[src/hdl/pee_pkg.sv]
`default_nettype none
package pee_pkg;
    // ------------------------------------------------------------
    // Timing
    // ------------------------------------------------------------
    localparam int CLK_NS = 20;
    localparam int T_ACC_NS = 150; // Read access allowance
    localparam int T_WP_NS = 100; // Write enable low width
    localparam int T_PROG_MS = 3; // Longest programming cycle
    localparam int T_ERASE_MS = 10; // Chip erase pulse
    localparam int T_WIN_US = 100; // Byte load window kept by host
    localparam int ACC_CYC = (T_ACC_NS + CLK_NS - 1) / CLK_NS;
    localparam int WP_CYC = (T_WP_NS + CLK_NS - 1) / CLK_NS;
    localparam int PROG_CYC = (T_PROG_MS * 1000000) / CLK_NS;
    localparam int ERASE_CYC = (T_ERASE_MS * 1000000 + CLK_NS - 1) / CLK_NS;
    localparam int WIN_CYC = (T_WIN_US * 1000) / CLK_NS;
    localparam int CNT_W = 20;
    // ------------------------------------------------------------
    // Device geometry
    // ------------------------------------------------------------
    localparam int ADDR_W = 11;
    localparam int DATA_W = 8;
    localparam int PAGE_LSB = 6;
    localparam int PAGE_BYTES = 64;
    localparam int DQ_POLL = 7;
    localparam int DQ_TOG = 6;
    localparam int DQ_PLT = 5;
    // ------------------------------------------------------------
    // Register map and fields
    // ------------------------------------------------------------
    localparam logic [7:0] REG_CMD = 8'h00;
    localparam logic [7:0] REG_CTRL = 8'h04;
    localparam logic [7:0] REG_STAT = 8'h08;
    localparam int CMD_OP_LSB = 0;
    localparam int CMD_DATA_LSB = 8;
    localparam int CMD_ADDR_LSB = 16;
    localparam int STAT_BUSY = 0;
    localparam int STAT_DONE = 1;
    localparam int STAT_ERR = 2;
    localparam int STAT_TMO = 3;
    localparam int STAT_RB = 4;
    localparam int STAT_PLT = 5;
    localparam int STAT_WIN = 6;
    localparam int STAT_RDATA_LSB = 8;
    localparam logic [31:0] CMD_RST = 32'h0000_0000;
    localparam logic [1:0] RESP_OKAY = 2'h0;
    localparam logic [1:0] RESP_SLVERR = 2'h2;

    typedef enum logic [1:0] {
        OP_READ = 2'h0,
        OP_WRITE = 2'h1,
        OP_POLL = 2'h2,
        OP_ERASE = 2'h3
    } pee_op_t;

    // Page number of a byte address
    function automatic logic [ADDR_W-PAGE_LSB-1:0] pee_page(input logic [ADDR_W-1:0] a);
        return a[ADDR_W-1:PAGE_LSB];
    endfunction
endpackage
`default_nettype wire

[src/hdl/pee_axil_regs.sv]
`timescale 1ns/1ps
`default_nettype none
module pee_axil_regs import pee_pkg::*; (
    // Clock and reset
    input wire logic clk,
    input wire logic rst_n,
    // AXI4-Lite slave
    input wire logic [7:0] s_awaddr,
    input wire logic s_awvalid,
    output logic s_awready,
    input wire logic [31:0] s_wdata,
    input wire logic [3:0] s_wstrb,
    input wire logic s_wvalid,
    output logic s_wready,
    output logic [1:0] s_bresp,
    output logic s_bvalid,
    input wire logic s_bready,
    input wire logic [7:0] s_araddr,
    input wire logic s_arvalid,
    output logic s_arready,
    output logic [31:0] s_rdata,
    output logic [1:0] s_rresp,
    output logic s_rvalid,
    input wire logic s_rready,
    // Controller side
    output logic cmd_valid,
    output logic [31:0] cmd_word,
    output logic page_lock,
    input wire logic [31:0] status
);
    typedef struct packed {
        logic aw_got;
        logic w_got;
        logic [7:0] awaddr;
        logic [31:0] wdata;
        logic [3:0] wstrb;
        logic bvalid;
        logic [1:0] bresp;
        logic rvalid;
        logic [31:0] rdata;
        logic [1:0] rresp;
        logic lock;
        logic cmd_valid;
        logic [31:0] cmd;
    } pee_rs_t;

    pee_rs_t q, d;

    // Byte-lane merge honouring write strobes
    function automatic logic [31:0] merge(input logic [31:0] o, input logic [31:0] v,
                                          input logic [3:0] s);
        logic [31:0] r;
        r = o;
        for (int i = 0; i < 4; i++) begin
            if (s[i]) begin
                r[i*8 +: 8] = v[i*8 +: 8];
            end
        end
        return r;
    endfunction

    // Ready terms: one write and one read in flight
    assign s_awready = !q.aw_got && !q.bvalid;
    assign s_wready = !q.w_got && !q.bvalid;
    assign s_arready = !q.rvalid;
    assign s_bvalid = q.bvalid;
    assign s_bresp = q.bresp;
    assign s_rvalid = q.rvalid;
    assign s_rdata = q.rdata;
    assign s_rresp = q.rresp;
    assign cmd_valid = q.cmd_valid;
    assign cmd_word = q.cmd;
    assign page_lock = q.lock;

    // Next state: address and data may arrive in either order
    always_comb begin
        d = q;
        d.cmd_valid = 1'b0;
        if (s_awvalid && s_awready) begin
            d.aw_got = 1'b1;
            d.awaddr = s_awaddr;
        end
        if (s_wvalid && s_wready) begin
            d.w_got = 1'b1;
            d.wdata = s_wdata;
            d.wstrb = s_wstrb;
        end
        if (q.bvalid && s_bready) begin
            d.bvalid = 1'b0;
        end
        if (q.aw_got && q.w_got) begin
            d.aw_got = 1'b0;
            d.w_got = 1'b0;
            d.bvalid = 1'b1;
            d.bresp = RESP_OKAY;
            case (q.awaddr)
                REG_CMD: begin
                    d.cmd = merge(q.cmd, q.wdata, q.wstrb);
                    d.cmd_valid = 1'b1;
                end
                REG_CTRL: begin
                    if (q.wstrb[0]) begin
                        d.lock = q.wdata[0];
                    end
                end
                REG_STAT: d.bresp = RESP_OKAY; // Read only, write ignored
                default: d.bresp = RESP_SLVERR;
            endcase
        end
        if (q.rvalid && s_rready) begin
            d.rvalid = 1'b0;
        end
        if (s_arvalid && s_arready) begin
            d.rvalid = 1'b1;
            d.rresp = RESP_OKAY;
            case (s_araddr)
                REG_CMD: d.rdata = q.cmd;
                REG_CTRL: d.rdata = {31'h0000_0000, q.lock};
                REG_STAT: d.rdata = status;
                default: begin
                    d.rdata = 32'h0000_0000;
                    d.rresp = RESP_SLVERR;
                end
            endcase
        end
    end

    // Single state register, synchronous reset
    always_ff @(posedge clk) begin
        if (!rst_n) begin
            q <= '0;
            q.cmd <= CMD_RST;
        end else begin
            q <= d;
        end
    end
endmodule // pee_axil_regs
`default_nettype wire

[src/hdl/pee_ctrl.sv]
// The AXI4-Lite register port and the placing of the registers are this design's own decisions.
`timescale 1ns/1ps
`default_nettype none
// Summary of operation
// - Write starts with write and chip enable low, output enable held high.
// - All loads of one page share address bits 6 to 10; the controller refuses a cross-page load only while page_lock is set.
// - Next load must follow within the load window, else programming starts.
// - Chip erase: chip enable low, high voltage on output enable, 10 ms write pulse.
// - Protection sequences change address bits 6 to 10 between loads.
// - Protection uses fixed bytes at three, or six, locations in a page write.
module pee_ctrl import pee_pkg::*; #(
    parameter int PROG_TMO = PROG_CYC,
    parameter int ERASE_LEN = ERASE_CYC,
    parameter int LOAD_WIN = WIN_CYC
) (
    // Clock and reset
    input wire logic clk,
    input wire logic rst_n,
    // AXI4-Lite slave
    input wire logic [7:0] s_awaddr,
    input wire logic s_awvalid,
    output logic s_awready,
    input wire logic [31:0] s_wdata,
    input wire logic [3:0] s_wstrb,
    input wire logic s_wvalid,
    output logic s_wready,
    output logic [1:0] s_bresp,
    output logic s_bvalid,
    input wire logic s_bready,
    input wire logic [7:0] s_araddr,
    input wire logic s_arvalid,
    output logic s_arready,
    output logic [31:0] s_rdata,
    output logic [1:0] s_rresp,
    output logic s_rvalid,
    input wire logic s_rready,
    // Memory device pins
    output logic [ADDR_W-1:0] address_pins,
    output logic [DATA_W-1:0] data_out,
    output logic data_oe_n,
    input wire logic [DATA_W-1:0] data_pins,
    output logic ce_n,
    output logic oe_n,
    output logic we_n,
    output logic erase_hv_en,
    input wire logic ready_busy_n
);
    // ------------------------------------------------------------
    // State
    // ------------------------------------------------------------
    typedef enum logic [6:0] {
        S_IDLE = 7'h01,
        S_RD_SET = 7'h02,
        S_RD_ACC = 7'h04,
        S_WR_SET = 7'h08,
        S_WR_LOW = 7'h10,
        S_WR_HOLD = 7'h20,
        S_GAP = 7'h40
    } pee_st_t;

    typedef struct packed {
        pee_st_t st;
        pee_op_t op;
        logic [CNT_W-1:0] cnt;
        logic [CNT_W-1:0] tmo_cnt;
        logic [CNT_W-1:0] win_cnt;
        logic win_open;
        logic [6:0] loads;
        logic [ADDR_W-PAGE_LSB-1:0] last_page;
        logic [DATA_W-1:0] rdata;
        logic prev_tog;
        logic first;
        logic done;
        logic err;
        logic tmo;
        logic plt;
        logic [ADDR_W-1:0] addr;
        logic [DATA_W-1:0] dout;
        logic doe_n;
        logic ce_n;
        logic oe_n;
        logic we_n;
        logic hv;
    } pee_cs_t;

    pee_cs_t q, d;
    logic cmd_valid;
    logic [31:0] cmd_word;
    logic page_lock;
    logic [31:0] status;
    pee_op_t c_op;
    logic [ADDR_W-1:0] c_addr;
    logic page_bad;

    // ------------------------------------------------------------
    // Register slave
    // ------------------------------------------------------------
    pee_axil_regs u_regs (
        .clk(clk), .rst_n(rst_n),
        .s_awaddr(s_awaddr), .s_awvalid(s_awvalid), .s_awready(s_awready),
        .s_wdata(s_wdata), .s_wstrb(s_wstrb), .s_wvalid(s_wvalid), .s_wready(s_wready),
        .s_bresp(s_bresp), .s_bvalid(s_bvalid), .s_bready(s_bready),
        .s_araddr(s_araddr), .s_arvalid(s_arvalid), .s_arready(s_arready),
        .s_rdata(s_rdata), .s_rresp(s_rresp), .s_rvalid(s_rvalid), .s_rready(s_rready),
        .cmd_valid(cmd_valid), .cmd_word(cmd_word), .page_lock(page_lock), .status(status)
    );

    // Command decode and status word
    assign c_op = pee_op_t'(cmd_word[CMD_OP_LSB +: 2]);
    assign c_addr = cmd_word[CMD_ADDR_LSB +: ADDR_W];
    // Lock off lets protection sequences cross pages
    assign page_bad = page_lock && q.win_open && (pee_page(c_addr) != q.last_page);
    assign status = {16'h0000, q.rdata, 1'b0, q.win_open, q.plt, ready_busy_n,
                     q.tmo, q.err, q.done, (q.st != S_IDLE)};

    // Pins straight from flops
    assign address_pins = q.addr;
    assign data_out = q.dout;
    assign data_oe_n = q.doe_n;
    assign ce_n = q.ce_n;
    assign oe_n = q.oe_n;
    assign we_n = q.we_n;
    assign erase_hv_en = q.hv;

    // ------------------------------------------------------------
    // Sequencer
    // ------------------------------------------------------------
    always_comb begin
        d = q;
        // Load window runs down on its own; expiry closes the page
        if (q.win_open) begin
            if (q.win_cnt == '0) begin
                d.win_open = 1'b0;
                d.loads = 7'h00;
            end else begin
                d.win_cnt = q.win_cnt - 20'h00001;
            end
        end
        case (q.st)
            S_IDLE: begin
                if (cmd_valid) begin
                    d.done = 1'b0;
                    d.err = 1'b0;
                    d.tmo = 1'b0;
                    d.op = c_op;
                    d.addr = c_addr;
                    d.dout = cmd_word[CMD_DATA_LSB +: DATA_W];
                    if (c_op == OP_READ || c_op == OP_POLL) begin
                        d.ce_n = 1'b0;
                        d.first = 1'b1;
                        d.tmo_cnt = CNT_W'(PROG_TMO);
                        d.st = S_RD_SET;
                    end else if (!ready_busy_n || page_bad ||
                                 (c_op == OP_WRITE && q.loads == 7'(PAGE_BYTES))) begin
                        d.err = 1'b1;
                    end else begin
                        d.ce_n = 1'b0;
                        d.oe_n = 1'b1;
                        d.doe_n = (c_op != OP_WRITE);
                        d.hv = (c_op == OP_ERASE);
                        d.st = S_WR_SET;
                    end
                end
            end
            S_RD_SET: begin
                d.oe_n = 1'b0;
                d.cnt = CNT_W'(ACC_CYC - 1);
                d.st = S_RD_ACC;
            end
            S_RD_ACC: begin
                if (q.cnt != '0) begin
                    d.cnt = q.cnt - 20'h00001;
                end else begin
                    // Raise both strobes so the next read counts as a new one
                    d.ce_n = 1'b1;
                    d.oe_n = 1'b1;
                    d.rdata = data_pins;
                    d.plt = data_pins[DQ_PLT];
                    d.prev_tog = data_pins[DQ_TOG];
                    d.first = 1'b0;
                    if (q.op == OP_READ) begin
                        d.done = 1'b1;
                        d.st = S_IDLE;
                    end else if (!q.first && data_pins[DQ_TOG] == q.prev_tog) begin
                        d.done = 1'b1;
                        d.st = S_IDLE;
                    end else begin
                        d.st = S_GAP;
                    end
                end
                if (q.op == OP_POLL) begin
                    d.tmo_cnt = q.tmo_cnt - 20'h00001;
                end
            end
            S_GAP: begin
                d.ce_n = 1'b0;
                d.oe_n = 1'b0;
                d.cnt = CNT_W'(ACC_CYC - 1);
                d.tmo_cnt = q.tmo_cnt - 20'h00001;
                d.st = S_RD_ACC;
            end
            S_WR_SET: begin
                // Address already stable, so the later falling edge is this one
                d.we_n = 1'b0;
                d.cnt = (q.op == OP_ERASE) ? CNT_W'(ERASE_LEN - 1) : CNT_W'(WP_CYC - 1);
                d.st = S_WR_LOW;
            end
            S_WR_LOW: begin
                if (q.cnt != '0) begin
                    d.cnt = q.cnt - 20'h00001;
                end else begin
                    d.we_n = 1'b1;
                    d.st = S_WR_HOLD;
                end
            end
            S_WR_HOLD: begin
                // Data held one cycle past the rising edge of write enable
                d.ce_n = 1'b1;
                d.doe_n = 1'b1;
                d.hv = 1'b0;
                d.done = 1'b1;
                d.st = S_IDLE;
                if (q.op == OP_WRITE) begin
                    d.win_open = 1'b1;
                    d.win_cnt = CNT_W'(LOAD_WIN);
                    // Counts on from the expiry above, so a page opened as the
                    // old window lapses starts again at one load
                    d.loads = d.loads + 7'h01;
                    d.last_page = pee_page(q.addr);
                end
            end
            default: d.st = S_IDLE;
        endcase
        // Poll gives up after the longest programming time
        if ((q.st == S_RD_ACC || q.st == S_GAP) && q.op == OP_POLL && q.tmo_cnt == '0) begin
            d.tmo = 1'b1;
            d.err = 1'b1;
            d.ce_n = 1'b1;
            d.oe_n = 1'b1;
            d.done = 1'b0;
            d.st = S_IDLE;
        end
    end

    // Single state register, synchronous reset
    always_ff @(posedge clk) begin
        if (!rst_n) begin
            q <= '0;
            q.st <= S_IDLE;
            q.op <= OP_READ;
            q.doe_n <= 1'b1;
            q.ce_n <= 1'b1;
            q.oe_n <= 1'b1;
            q.we_n <= 1'b1;
        end else begin
            q <= d;
        end
    end

    // ------------------------------------------------------------
    // Checks
    // ------------------------------------------------------------
    AST_OE_HIGH_IN_WRITE: assert property (@(posedge clk) disable iff (!rst_n)
        !we_n |-> oe_n && !ce_n) else $error("write enable low without ce low and oe high");
    AST_NO_FIGHT: assert property (@(posedge clk) disable iff (!rst_n)
        !oe_n |-> data_oe_n && we_n && !ce_n) else $error("host drives during a read");
    AST_WE_PULSE: assert property (@(posedge clk) disable iff (!rst_n)
        $fell(we_n) && !erase_hv_en |-> !we_n [*5] ##1 we_n) else $error("write pulse width");
    AST_DATA_HOLD: assert property (@(posedge clk) disable iff (!rst_n)
        $rose(we_n) && !erase_hv_en |-> !data_oe_n && $stable(data_out) && $stable(address_pins))
        else $error("data not held at write enable rise");
    AST_ERASE_HV: assert property (@(posedge clk) disable iff (!rst_n)
        erase_hv_en |-> oe_n && data_oe_n && !ce_n) else $error("bad erase pin state");
    AST_RB_REFUSE: assert property (@(posedge clk) disable iff (!rst_n)
        q.st == S_IDLE && cmd_valid && !ready_busy_n && c_op == OP_WRITE |=> q.err ##1 we_n)
        else $error("write issued while device busy");
    AST_PAGE_REFUSE: assert property (@(posedge clk) disable iff (!rst_n)
        q.st == S_IDLE && cmd_valid && c_op == OP_WRITE && page_bad |=> q.st == S_IDLE && q.err)
        else $error("cross-page load not refused");
    AST_TOGGLE_DONE: assert property (@(posedge clk) disable iff (!rst_n)
        q.st == S_RD_ACC && q.cnt == '0 && q.op == OP_POLL && !q.first && q.tmo_cnt != '0
        && data_pins[DQ_TOG] == q.prev_tog |=> q.done && q.st == S_IDLE)
        else $error("stable toggle not seen as done");
    AST_WIN_LOAD: assert property (@(posedge clk) disable iff (!rst_n)
        q.st == S_WR_HOLD && q.op == OP_WRITE |=> q.win_open && q.win_cnt == CNT_W'(LOAD_WIN))
        else $error("load window not started");
    AST_POLL_TMO: assert property (@(posedge clk) disable iff (!rst_n)
        q.st == S_GAP && q.op == OP_POLL && q.tmo_cnt == '0 |=> q.tmo && ce_n && oe_n)
        else $error("poll timeout not taken");
endmodule // pee_ctrl
`default_nettype wire

[config.mk]
export PLATFORM = sky130hd
export DESIGN_NAME = pee_ctrl
export DESIGN_NICKNAME = d
export VERILOG_FILES = /design/src/hdl/pee_pkg.sv /design/src/hdl/pee_axil_regs.sv /design/src/hdl/pee_ctrl.sv
export SDC_FILE = /design/constraint.sdc
export NUM_CORES = 1
export LEC_CHECK = 0
export BUFFER_PORTS_ARGS = -buffer_cell sky130_fd_sc_hd__buf_2
export CAP_MARGIN = 5
export CORE_MARGIN = 3
export CORE_UTILIZATION = 45
export DETAILED_ROUTE_END_ITERATION = 10
export PLACE_DENSITY = 0.76
export RECOVER_POWER = 100
export SYNTH_ARGS = -nofsm -noshare
export SYNTH_HDL_FRONTEND = slang
export SYNTH_SLANG_ARGS = --single-unit
[constraint.sdc]
create_clock -name clk -period 3.1 [get_ports clk]
set_input_delay 0.155 -clock clk [delete_from_list [all_inputs] [get_ports clk]]
set_output_delay 0.155 -clock clk [all_outputs]
set_load 0.005 [all_outputs]
==> results.md, run 1 <==
* Min Tclk post-route at 2.75 ns
* Commonest register cell after synthesis: dfxtp_1
* Critical path required time at 3.49 ns
* Via count of the first global-routing pass at a little over 8k
* Layout cell share with drive strength beyond 1 at 10.5%
* First-pass GRT wire length at about 40,000 um
* Mean post-synth cell area at 8.08 um^2
* Total Nets Final at 1,439
* Setup TNS at 0 ns
* # rows at 54
* First drt pass iteration count at 5
* Initial core utilization at 46.1%
* Gr usage total at 19.6%
* Footprint of the multi-input gates at 4700 um^2
* Grt total ovfl at 0
* WS Path Type: reg -> reg
* Number of flops mapped to enable cells by yosys at 0
* CTS sink count at 234
* Outcome: finished with violations
* Max Fanout on Critical Path at 9
* Critical path data arrival time at 3.15 ns
* Top cells by area, synth: dfxtp_1 (46%), nand2_1 (9.6%), a21oi_1 (8.3%)
* Port bufs at 130
* CP Cell Sequence: or4_1 -> or4b_1 -> or2_0 -> nand2b_1 -> clkbuf_2 -> mux2i_1 -> nor2_1
* Largest net degree at the start of global routing at 75
* Vias at 8,885
* Fmax at 363 MHz
* CTS tree: built
* Max-slew violation count at 47
* Leak pwr at 0.00450 uW
* Hpwl dp at roughly 17,000 um
* HP Class: in -> reg
* VDD IR max at 0.366 mV
* Power Density at roughly 540 nW/um^2
* CTS H-Tree Depth at 1
* Ports at 133
* CP Launch Type: flop
* Diode count at 0
* RSZ-0062 raised after global routing: false
* Area occupied by registers at around 4700 um^2
* Synth Instances at ~1.3k
* Worst-Margin Slew at around 1.6 ns
* # DRC at 0
* Area grow syn2layout at 17.1%
* Failing checks: max-capacitance violations, max-slew violations
* Crit share post-route at between 80% and 90%
* Core area at roughly 22,000 um^2
* Initial antenna violation count at 0
* Max incr delay on CP at 0.59 ns
* Synth Register Bits at 234
* Synth unique cells at 66
* WL/cell at between 15 and 20 um
* Post-route ant nets at 0
* CTS root buffer: clkbuf_16
* DIE HEIGHT at approximately 160 um
* Ys Warns at 0
* Final hold vios at 0
* Largest area contributor in the netlist: dfxtp_1
* Vias per cell at 5.35
* Routed wire length at 25,000 um
* Setup Skew at 0.0121 ns
* Async set-reset flop share out of synthesis at 0%
* Worst-Skew Late Latency at 0.52 ns
* Mapped Area at roughly 10,000 um^2
* Die footprint at 24,400 um^2
* Post-synth top area share at between 40% and 50%
* Final Power at 6430 uW
* CP endpoint kind: flop
* TritonCTS buffer count at 25
* Setup repair bufs after CTS at 0
* Clock slew at reported path FFs at ~0.060 ns
* Max_cap viols at 2
* Routability cong. at 0.871
* Post-CTS sizing at 0
* Fillers at 2,048
* DRT iter0 DRCs at 668
* Die width at 156 um
* Slew HR at -4.85%
* Worst path slowest cell: or4b_1
* Final setup fails at 0
* CTS max path bufs at 3
* Sequential area share after synthesis at 46.1%
-- worst paths after layout --
check,from,endpoint,slack (ns),cells past startpoint
worst max-delay path,q[105]$_SDFFE_PN0P_,q[32]$_SDFFE_PN0P_,0.35,7
worst min register to register,u_regs.s_rdata[30]$_SDFFE_PN0P_,u_regs.s_rdata[30]$_SDFFE_PN0P_,0.45,2
worst min-delay path,s_awvalid,u_regs.q[117]$_SDFFE_PP0P_,0.12,3
worst max register to register,q[105]$_SDFFE_PN0P_,q[32]$_SDFFE_PN0P_,0.35,7
-- layout make-up --
cell class | instances | area share [%]
inverters | 14 | 0.463
flip-flops and latches | 234 | 39.4
clock inverters | 3 | 0.578
repair buffers | 205 | 10.8
well taps | 280 | 2.94
multi-input cells | 885 | 39.5
clock buffers | 39 | 6.37
-- worst max-delay path, delay by kind of cell, from the launching register on --
kind                   cells  cell delay [ns]
buffers and inverters      1             0.25
flip-flops                 1             0.35
multiplexers               1             0.22
AND/OR/NAND/NOR            5             1.79
-- kinds of logic after synthesis --
group	Yosys count	synth area share (%)
flip-flops	234	46.1
AO/OA/AOI/OAI	251	13.9
buffers and inverters	140	7.42
multiplexers	11	1.10
other	1	0.0369
AND/OR/NAND/NOR	555	25.5
adder cells (fa/ha/maj)	6	0.739
XOR/XNOR	60	5.17
-- where the power goes --
part,leakage (uW),switching (uW),internal (uW)
Clock,0.000405,1150,1830
Sequential,0.00189,41.7,3060
Combinational,0.00220,204,148
Total,0.00450,1390,5040
-- state kept, by name (all words and copies together), names as in the netlist --
name,cells
address_pins,11
ce_n,1
data_oe_n,1
data_out,8
erase_hv_en,1
oe_n,1
q,94
u_regs.cmd_valid,1
u_regs.cmd_word,32
u_regs.page_lock,1
u_regs.q,46
u_regs.s_bresp,1
u_regs.s_bvalid,1
u_regs.s_rdata,32
u_regs.s_rresp,1
u_regs.s_rvalid,1
we_n,1
-- metal layers --
layer | vias to the layer above | part of all wire (%) | global-route usage (%) | wire [um]
met5 | - | 0 | 0 | 0
met3 | 28 | 5.3 | 3.21 | 1330
met4 | 0 | 1.2 | 4.13 | 312
li1 | 4455 | - | - | -
met1 | 4141 | 45 | 25.8 | 11100
met2 | 261 | 49 | 34.1 | 12200
-- cells in the final DEF, fill, tap and decap left out, types with 3 or more instances in the layout --
cell type,count
clkbuf_1,60
nand4_1,5
xnor2_1,29
o21ai_0,32
a21oi_1,168
dlygate4sd3_1,55
a31oi_1,7
or4_1,9
o41ai_1,3
nor4_1,21
xor2_1,31
clkbuf_8,8
nor3_1,20
a22oi_1,14
buf_4,13
inv_1,13
nand3b_1,5
and2_1,5
or3_1,9
ha_1,6
clkbuf_16,25
buf_2,80
mux2i_1,10
nand3_1,68
or2_2,3
and3_1,8
and2_0,16
nor2b_1,6
o22ai_1,3
nor2_1,84
nand2b_1,12
nand4b_1,5
dfxtp_1,234
nand2_1,261
-- synth_stat cells, types with 7 or more instances --
cell,count
and3_1,8
or3_1,8
nand2_1,261
clkbuf_1,61
nor3_1,21
nand2b_1,12
or4_1,9
nand3_1,68
nor4_1,21
mux2i_1,10
a22oi_1,14
xor2_1,31
buf_4,55
a21oi_1,168
and2_1,20
inv_1,13
xnor2_1,29
dfxtp_1,234
a31oi_1,7
o21ai_0,29
nor2_1,84
-- repair_timing --
item                                   in CTS  in global routing
hold buffers                               55                  0
setup endpoints to repair                   0                  0
endpoints found under the hold margin      54                  0
-- stage by stage --
| stage | hold WS [ns] | worst slack, ns | cells | area, um^2 | util, % |
|---|---|---|---|---|---|
| 2_1_floorplan | 0.254 | 0.644 | 1259 | 10200 | - |
| 3_3_place_gp | 0.339 | 0.494 | 1563 | 10700 | 48.4 |
| 3_5_place_dp | 0.350 | 0.414 | 1563 | 10700 | 48.4 |
| 4_1_cts | 0.102 | 0.420 | 1660 | 12000 | 54.7 |
| 5_1_grt | 0.140 | 0.0164 | 1660 | 11900 | 54.0 |
| 6_report | 0.122 | 0.346 | 1660 | 11900 | 54.0 |
(Power assumes the default switching activity.)
==> run 2: changes to the inputs <==
--- a/config.mk
+++ b/config.mk
@@ -9,6 +9,7 @@
 export CAP_MARGIN = 5
 export CORE_MARGIN = 3
 export CORE_UTILIZATION = 45
+export CTS_BUF_LIST = sky130_fd_sc_hd__clkbuf_8 sky130_fd_sc_hd__clkbuf_16
 export DETAILED_ROUTE_END_ITERATION = 10
 export PLACE_DENSITY = 0.76
 export RECOVER_POWER = 100
==> run 2 against run 1 <==
Total power down 0.30%. Routed wire length about the same. Combinational power is essentially flat. Worst setup slack better by 0.0016 ns. Highest routed layer unchanged. Clock skew up 0.0013 ns. Critical endpoint unchanged. Largest power group unchanged. Non-clock buffer count stayed put. Global-route usage is the same. Sequential power about the same. Utilization unchanged. The run still ends with max-capacitance violations, max-slew violations left.
==> results.md, run 2 (synthesized netlist as in run 1, its figures left out) <==
* Outcome: finished with violations
* Failing checks: max-capacitance violations, max-slew violations
* Vias at 8,901 (+0.18%)
* Gr usage total at 19.6% (unchanged)
* Setup TNS at 0 ns (unchanged)
* Layout cell share with drive strength beyond 1 at 10.5% (unchanged)
* Setup Skew at 0.0133 ns (+0.00128 ns)
* Setup repair bufs after CTS at 0 (unchanged)
* Routability cong. at 0.871 (unchanged)
* Slew HR at -1.41% (+3.4 points)
* Leak pwr at 0.00452 uW (+0.55%)
* HP Class: in -> reg
* Die width at 156 um (unchanged)
* DIE HEIGHT at 156 um (unchanged)
* CP Launch Type: flop
* Largest register FFs at 94 (unchanged)
* CTS H-Tree Depth at 1 (unchanged)
* CTS tree: built
* Vias per cell at 5.36 (+0.18%)
* RSZ-0062 raised after global routing: false
* Total Nets Final at 1,439 (unchanged)
* Buf/Inv on CP at 1 (unchanged)
* First drt pass iteration count at 5 (unchanged)
* First-pass GRT wire length at 40,400 um (unchanged)
* Ports at 133 (unchanged)
* Pre-CTS setup slack at 0.414 ns (unchanged)
* Max_cap viols at 2 (unchanged)
* Port bufs at 130 (unchanged)
* Worst-Margin Slew at 1.52 ns (-0.0515 ns)
* Clock slew at reported path FFs at 0.06 ns (about the same)
* Grt total ovfl at 0 (unchanged)
* Final setup margin at 0.347 ns (+0.00163 ns)
* Max incr delay on CP at 0.59 ns (about the same)
* Most common cell after layout, fill and taps aside: nand2_1
* CP Cell Sequence: or4_1 -> or4b_1 -> or2_0 -> nand2b_1 -> clkbuf_2 -> mux2i_1 -> nor2_1
* DRT iter0 DRCs at 674 (+0.90%)
* Hpwl dp at 16,800 um (unchanged)
* Via count of the first global-routing pass at 8,224 (unchanged)
* Routed wire length at 25,000 um (about the same)
* Die footprint at 24,400 um^2 (unchanged)
* Critical path data arrival time at 3.15 ns (about the same)
* TritonCTS buffer count at 25 (unchanged)
* Worst path slowest cell: or4b_1
* CTS max path bufs at 3 (unchanged)
* Largest net degree at the start of global routing at 75 (unchanged)
* Min Tclk post-route at 2.75 ns (-0.00163 ns)
* WL/cell at 15.1 um (about the same)
* CP endpoint kind: flop
* Diode count at 0 (unchanged)
* Largest regs: q (94), u_regs.q (46)
* Area grow syn2layout at 17.1% (unchanged)
* Crit share post-route at 88.8% (about the same)
* CP delay by family, top: simple AND/OR/NAND/NOR gates
* Final setup fails at 0 (unchanged)
* Initial core utilization at 46.1% (unchanged)
* # DRC at 0 (unchanged)
* Largest Register: q
* Fmax at 363 MHz (about the same)
* VDD IR max at 0.358 mV (-2.2%)
* # rows at 54 (unchanged)
* CTS sink count at 234 (unchanged)
* Max-slew violation count at 15 (-68%)
* Core area at 22,000 um^2 (unchanged)
* Worst-Skew Late Latency at 0.52 ns (about the same)
* Post-route ant nets at 0 (unchanged)
* WS Path Type: reg -> reg
* Power Density at 539 nW/um^2 (-0.30%)
* Critical path required time at 3.49 ns (about the same)
* Commonest cells after routing, fill and taps aside: nand2_1 (261), dfxtp_1 (234), a21oi_1 (168), nor2_1 (84), buf_2 (80)
* Initial antenna violation count at 0 (unchanged)
* Max Fanout on Critical Path at 9 (unchanged)
* CTS root buffer: clkbuf_16
* Final hold vios at 0 (unchanged)
[run 2: cell types whose count changed in the layout (fill, tap and decap cells not counted), sizes merged]
cell and delta:
inv +6, clkbuf -6
[run 2: final cells by class]
class,count,area (um^2)
Clock buffer,33,736
Clock inverter,9,91.3
Fill cell,2048,10100
Inverter,14,55.1
Multi-Input combinational cell,885,4700
Sequential cell,234,4680
Tap cell,280,350
Timing Repair Buffer,205,1280
[run 2: where the power goes]
| part | total, uW | internal (uW) | switching [uW] | leakage [uW] |
|---|---|---|---|---|
| combinational | 351 | 148 | 203 | 0.00220 |
| clock | 2960 | 1810 | 1150 | 0.000430 |
| sequential | 3100 | 3060 | 41.6 | 0.00189 |
| total | 6410 | 5020 | 1390 | 0.00452 |
[run 2: path summary, 6_finish.rpt]
path / slack (ns) / startpoint / endpoint / cells after the start
worst max-delay path: 0.35 / q[105]$_SDFFE_PN0P_ / q[32]$_SDFFE_PN0P_ / 7
worst min-delay path: 0.11 / s_awvalid / u_regs.q[117]$_SDFFE_PP0P_ / 3
worst max register to register: 0.35 / q[105]$_SDFFE_PN0P_ / q[32]$_SDFFE_PN0P_ / 7
worst min register to register: 0.45 / u_regs.s_rdata[30]$_SDFFE_PN0P_ / u_regs.s_rdata[30]$_SDFFE_PN0P_ / 2
[run 2: per-stage QoR]
stage | cells | instance area, um^2 | hold slack (ns) | utilization, % | total power [uW]
3_3_place_gp | 1563 | 10700 | 0.339 | 48.4 | 3460
3_5_place_dp | 1563 | 10700 | 0.350 | 48.4 | 3470
4_1_cts | 1660 | 12000 | 0.102 | 54.7 | 6450
5_1_grt | 1660 | 11900 | 0.140 | 54.0 | 6630
6_report | 1660 | 11900 | 0.107 | 54.0 | 6410
2_1_floorplan | 1259 | 10200 | 0.254 | - | 3350
[run 2: routing by layer]
layer / wire (um) / GRT usage [%]
met1: 11100 / 25.8
met2: 12200 / 34.1
met3: 1320 / 3.21
met4: 298 / 4.13
met5: 0 / 0
[run 2: worst register-to-register path, cell delays in order (launching register included)]
cell      delay (ns)
dfxtp_1         0.35
or4_1           0.58
or4b_1          0.60
or2_0           0.35
nand2b_1        0.22
clkbuf_2        0.25
mux2i_1         0.22
nor2_1          0.06
[run 2: repair_timing]
item,4_1_cts,5_1_grt
hold buffers,55,0
endpoints found under the hold margin,54,0
resized for setup,0,0
==> run 3: changes to the inputs <==
==> constraint.sdc (replaced) <==
create_clock -name clk -period 3.1 [get_ports clk]
set_input_delay 0.62 -clock clk [delete_from_list [all_inputs] [get_ports clk]]
set_output_delay 0.62 -clock clk [all_outputs]
set_load 0.005 [all_outputs]
==> run 3 against run 2 <==
Count of clock-buffer cells in the layout did not move. Combinational power fell by 15%. Register-to-register slack worse by 0.02 ns. Flip-flop and latch count did not move. Utilization down 2.3 points. The run now ends clean. Critical endpoint is now q[36]$_SDFFE_PN0P_. Die area stayed put. Non-clock buffer count shrank 52. Cell area decreased by 4.3%. Routed wire length is 1.7% lower.
==> results.md, run 3 (synthesized netlist as in run 1, its figures left out) <==
* Ports at 133 (unchanged)
* Post-CTS sizing at 0 (unchanged)
* Area grow syn2layout at 12.1%
* WL/cell at 15.3 um (+1.4%)
* First-pass GRT wire length at 40,300 um (-0.10%)
* Vias per cell at 5.39 (+0.60%)
* Setup Skew at 0.0180 ns (+0.00471 ns)
* Crit share post-route at 89.5% (+0.74 points)
* Layout cell share with drive strength beyond 1 at 12.0% (+1.5 points)
* Initial core utilization at 46.1% (unchanged)
* Vias at 8,679 (-2.5%)
* CTS max path bufs at 3 (unchanged)
* Largest net degree at the start of global routing at 97 (+29%)
* Clock slew at reported path FFs at 0.06 ns (about the same)
* Largest register FFs at 94 (unchanged)
* DIE HEIGHT at 156 um (unchanged)
* TritonCTS buffer count at 25 (unchanged)
* Final Power at 6370 uW (-0.68%)
* CP endpoint kind: flop
* Commonest cells after routing, fill and taps aside: nand2_1 (261), dfxtp_1 (234), a21oi_1 (168), buf_2 (88), nor2_1 (84)
* Max-slew violation count at 0 (-15)
* Fillers at 2,082 (+1.7%)
* Internal reg-to-reg setup slack at 0.32 ns (-0.02 ns)
* Placed Area at 10,700 um^2 (about the same)
* Worst r2r src: q[105]$_SDFFE_PN0P_
* Fmax at 360 MHz (-0.83%)
* Power Density at 559 nW/um^2 (+3.8%)
* Max_cap viols at 0 (-2)
* Outcome: finished, final reports clean
* # DRC at 0 (unchanged)
* Port bufs at 130 (unchanged)
* CTS tree: built
* Die footprint at 24,400 um^2 (unchanged)
* CTS root buffer: clkbuf_16
* VDD IR max at 0.433 mV (+21%)
* First drt pass iteration count at 5 (unchanged)
* Post-route ant nets at 0 (unchanged)
* # rows at 54 (unchanged)
* Worst setup endpoint: q[36]$_SDFFE_PN0P_
* Min Tclk post-route at 2.78 ns (+0.0230 ns)
* Slew HR at 0.860% (+2.3 points)
* Final instance area at 11,400 um^2 (-4.3%)
* Largest Register: q
* Total Nets Final at 1,387 (-3.6%)
* Worst-Margin Slew at 1.49 ns (-0.0308 ns)
* Cts hold-fix bufs at 0 (-100%)
* WS Path Type: reg -> reg
* Via count of the first global-routing pass at 8,268 (+0.54%)
* Setup TNS at 0 ns (unchanged)
* Critical path data arrival time at 3.13 ns (-0.02 ns)
* Leak pwr at 0.00435 uW (-3.9%)
* Initial antenna violation count at 0 (unchanged)
* CP Launch Type: flop
* CTS H-Tree Depth at 1 (unchanged)
* RSZ-0062 raised after global routing: false
* Critical path required time at 3.46 ns (-0.03 ns)
* Setup repair bufs after CTS at 0 (unchanged)
* Die width at 156 um (unchanged)
* Largest regs: q (94), u_regs.q (46)
* Max Fanout on Critical Path at 9 (unchanged)
* Most common cell after layout, fill and taps aside: nand2_1
* Hpwl dp at 17,200 um (+2.9%)
* Reg-to-reg endpoint: q[36]$_SDFFE_PN0P_
* Routability cong. at 0.860 (-1.3%)
* CTS sink count at 234 (unchanged)
* Routed wire length at 24,600 um (-1.7%)
* Grt total ovfl at 0 (unchanged)
* Final setup fails at 0 (unchanged)
* Gr usage total at 19.5% (-0.070 points)
* Final hold vios at 0 (unchanged)
* Diode count at 0 (unchanged)
* Worst-Skew Late Latency at 0.51 ns (about the same)
* Crit. Startpoint: q[105]$_SDFFE_PN0P_
* HP Class: in -> reg
* R2R cell count at 7 (unchanged)
* DRT iter0 DRCs at 497 (-26%)
* Core area at 22,000 um^2 (unchanged)
run 3: cell types whose count changed in the layout (fill, tap and decap cells not counted), sizes merged:
cell         delta
clkinv          +1
buf            +11
clkinvlp        +1
inv             -1
clkbuf          -8
dlygate4sd3    -55
run 3: routing by layer:
layer / up-vias / wire (um) / global-route usage, %
met3: 46 / 1370 / 3.26
met5: - / 0 / 0
met2: 243 / 11600 / 32.5
met4: 0 / 715 / 6.54
met1: 4037 / 10900 / 25.9
li1: 4353 / - / -
run 3: worst min-delay path by stage:
stage | startpoint | to | slack (ns) | depth (start not counted)
floorplan | u_regs.s_rdata[0]$_SDFFE_PN0P_ | u_regs.s_rdata[0]$_SDFFE_PN0P_ | 0.43 | 2
global placement | u_regs.s_rdata[17]$_SDFFE_PN0P_ | u_regs.s_rdata[17]$_SDFFE_PN0P_ | 0.44 | 2
detailed placement | u_regs.s_rdata[0]$_SDFFE_PN0P_ | u_regs.s_rdata[0]$_SDFFE_PN0P_ | 0.45 | 2
CTS | s_rready | u_regs.s_rvalid$_SDFFE_PN0P_ | 0.29 | 2
global route | s_rready | u_regs.s_rvalid$_SDFFE_PN0P_ | 0.30 | 2
finish | s_rready | u_regs.s_rvalid$_SDFFE_PN0P_ | 0.30 | 2
run 3: area by class of cell:
class | count | area [um^2] | share of cell area (%)
clock inverter | 10 | 101 | 0.890
clock buffer | 33 | 736 | 6.46
timing repair buffer | 153 | 756 | 6.63
inverter | 14 | 53.8 | 0.472
multi-input combinational | 885 | 4710 | 41.3
sequential | 234 | 4680 | 41.1
tap | 280 | 350 | 3.08
run 3: per-stage QoR:
stage	worst slack (ns)	cells	utilization (%)	hold WS, ns
after floorplan	0.644	1259	-	0.432
after global placement	0.504	1566	48.4	0.439
after detailed placement	0.387	1566	48.4	0.446
after CTS	0.379	1609	52.2	0.285
after global routing	0.143	1609	51.7	0.304
final	0.324	1609	51.7	0.297
run 3: worst max-delay path, cell delays in order, from the launching register on:
cell      delay (ns)
dfxtp_1         0.35
or4_1           0.58
or4b_1          0.59
or2_0           0.35
nand2b_1        0.22
clkbuf_2        0.27
mux2i_1         0.20
nor2_1          0.05
run 3: where the power goes:
part,internal [uW],total [uW],switching (uW)
Clock,1820,2970,1150
Combinational,104,299,196
Sequential,3060,3100,41.4
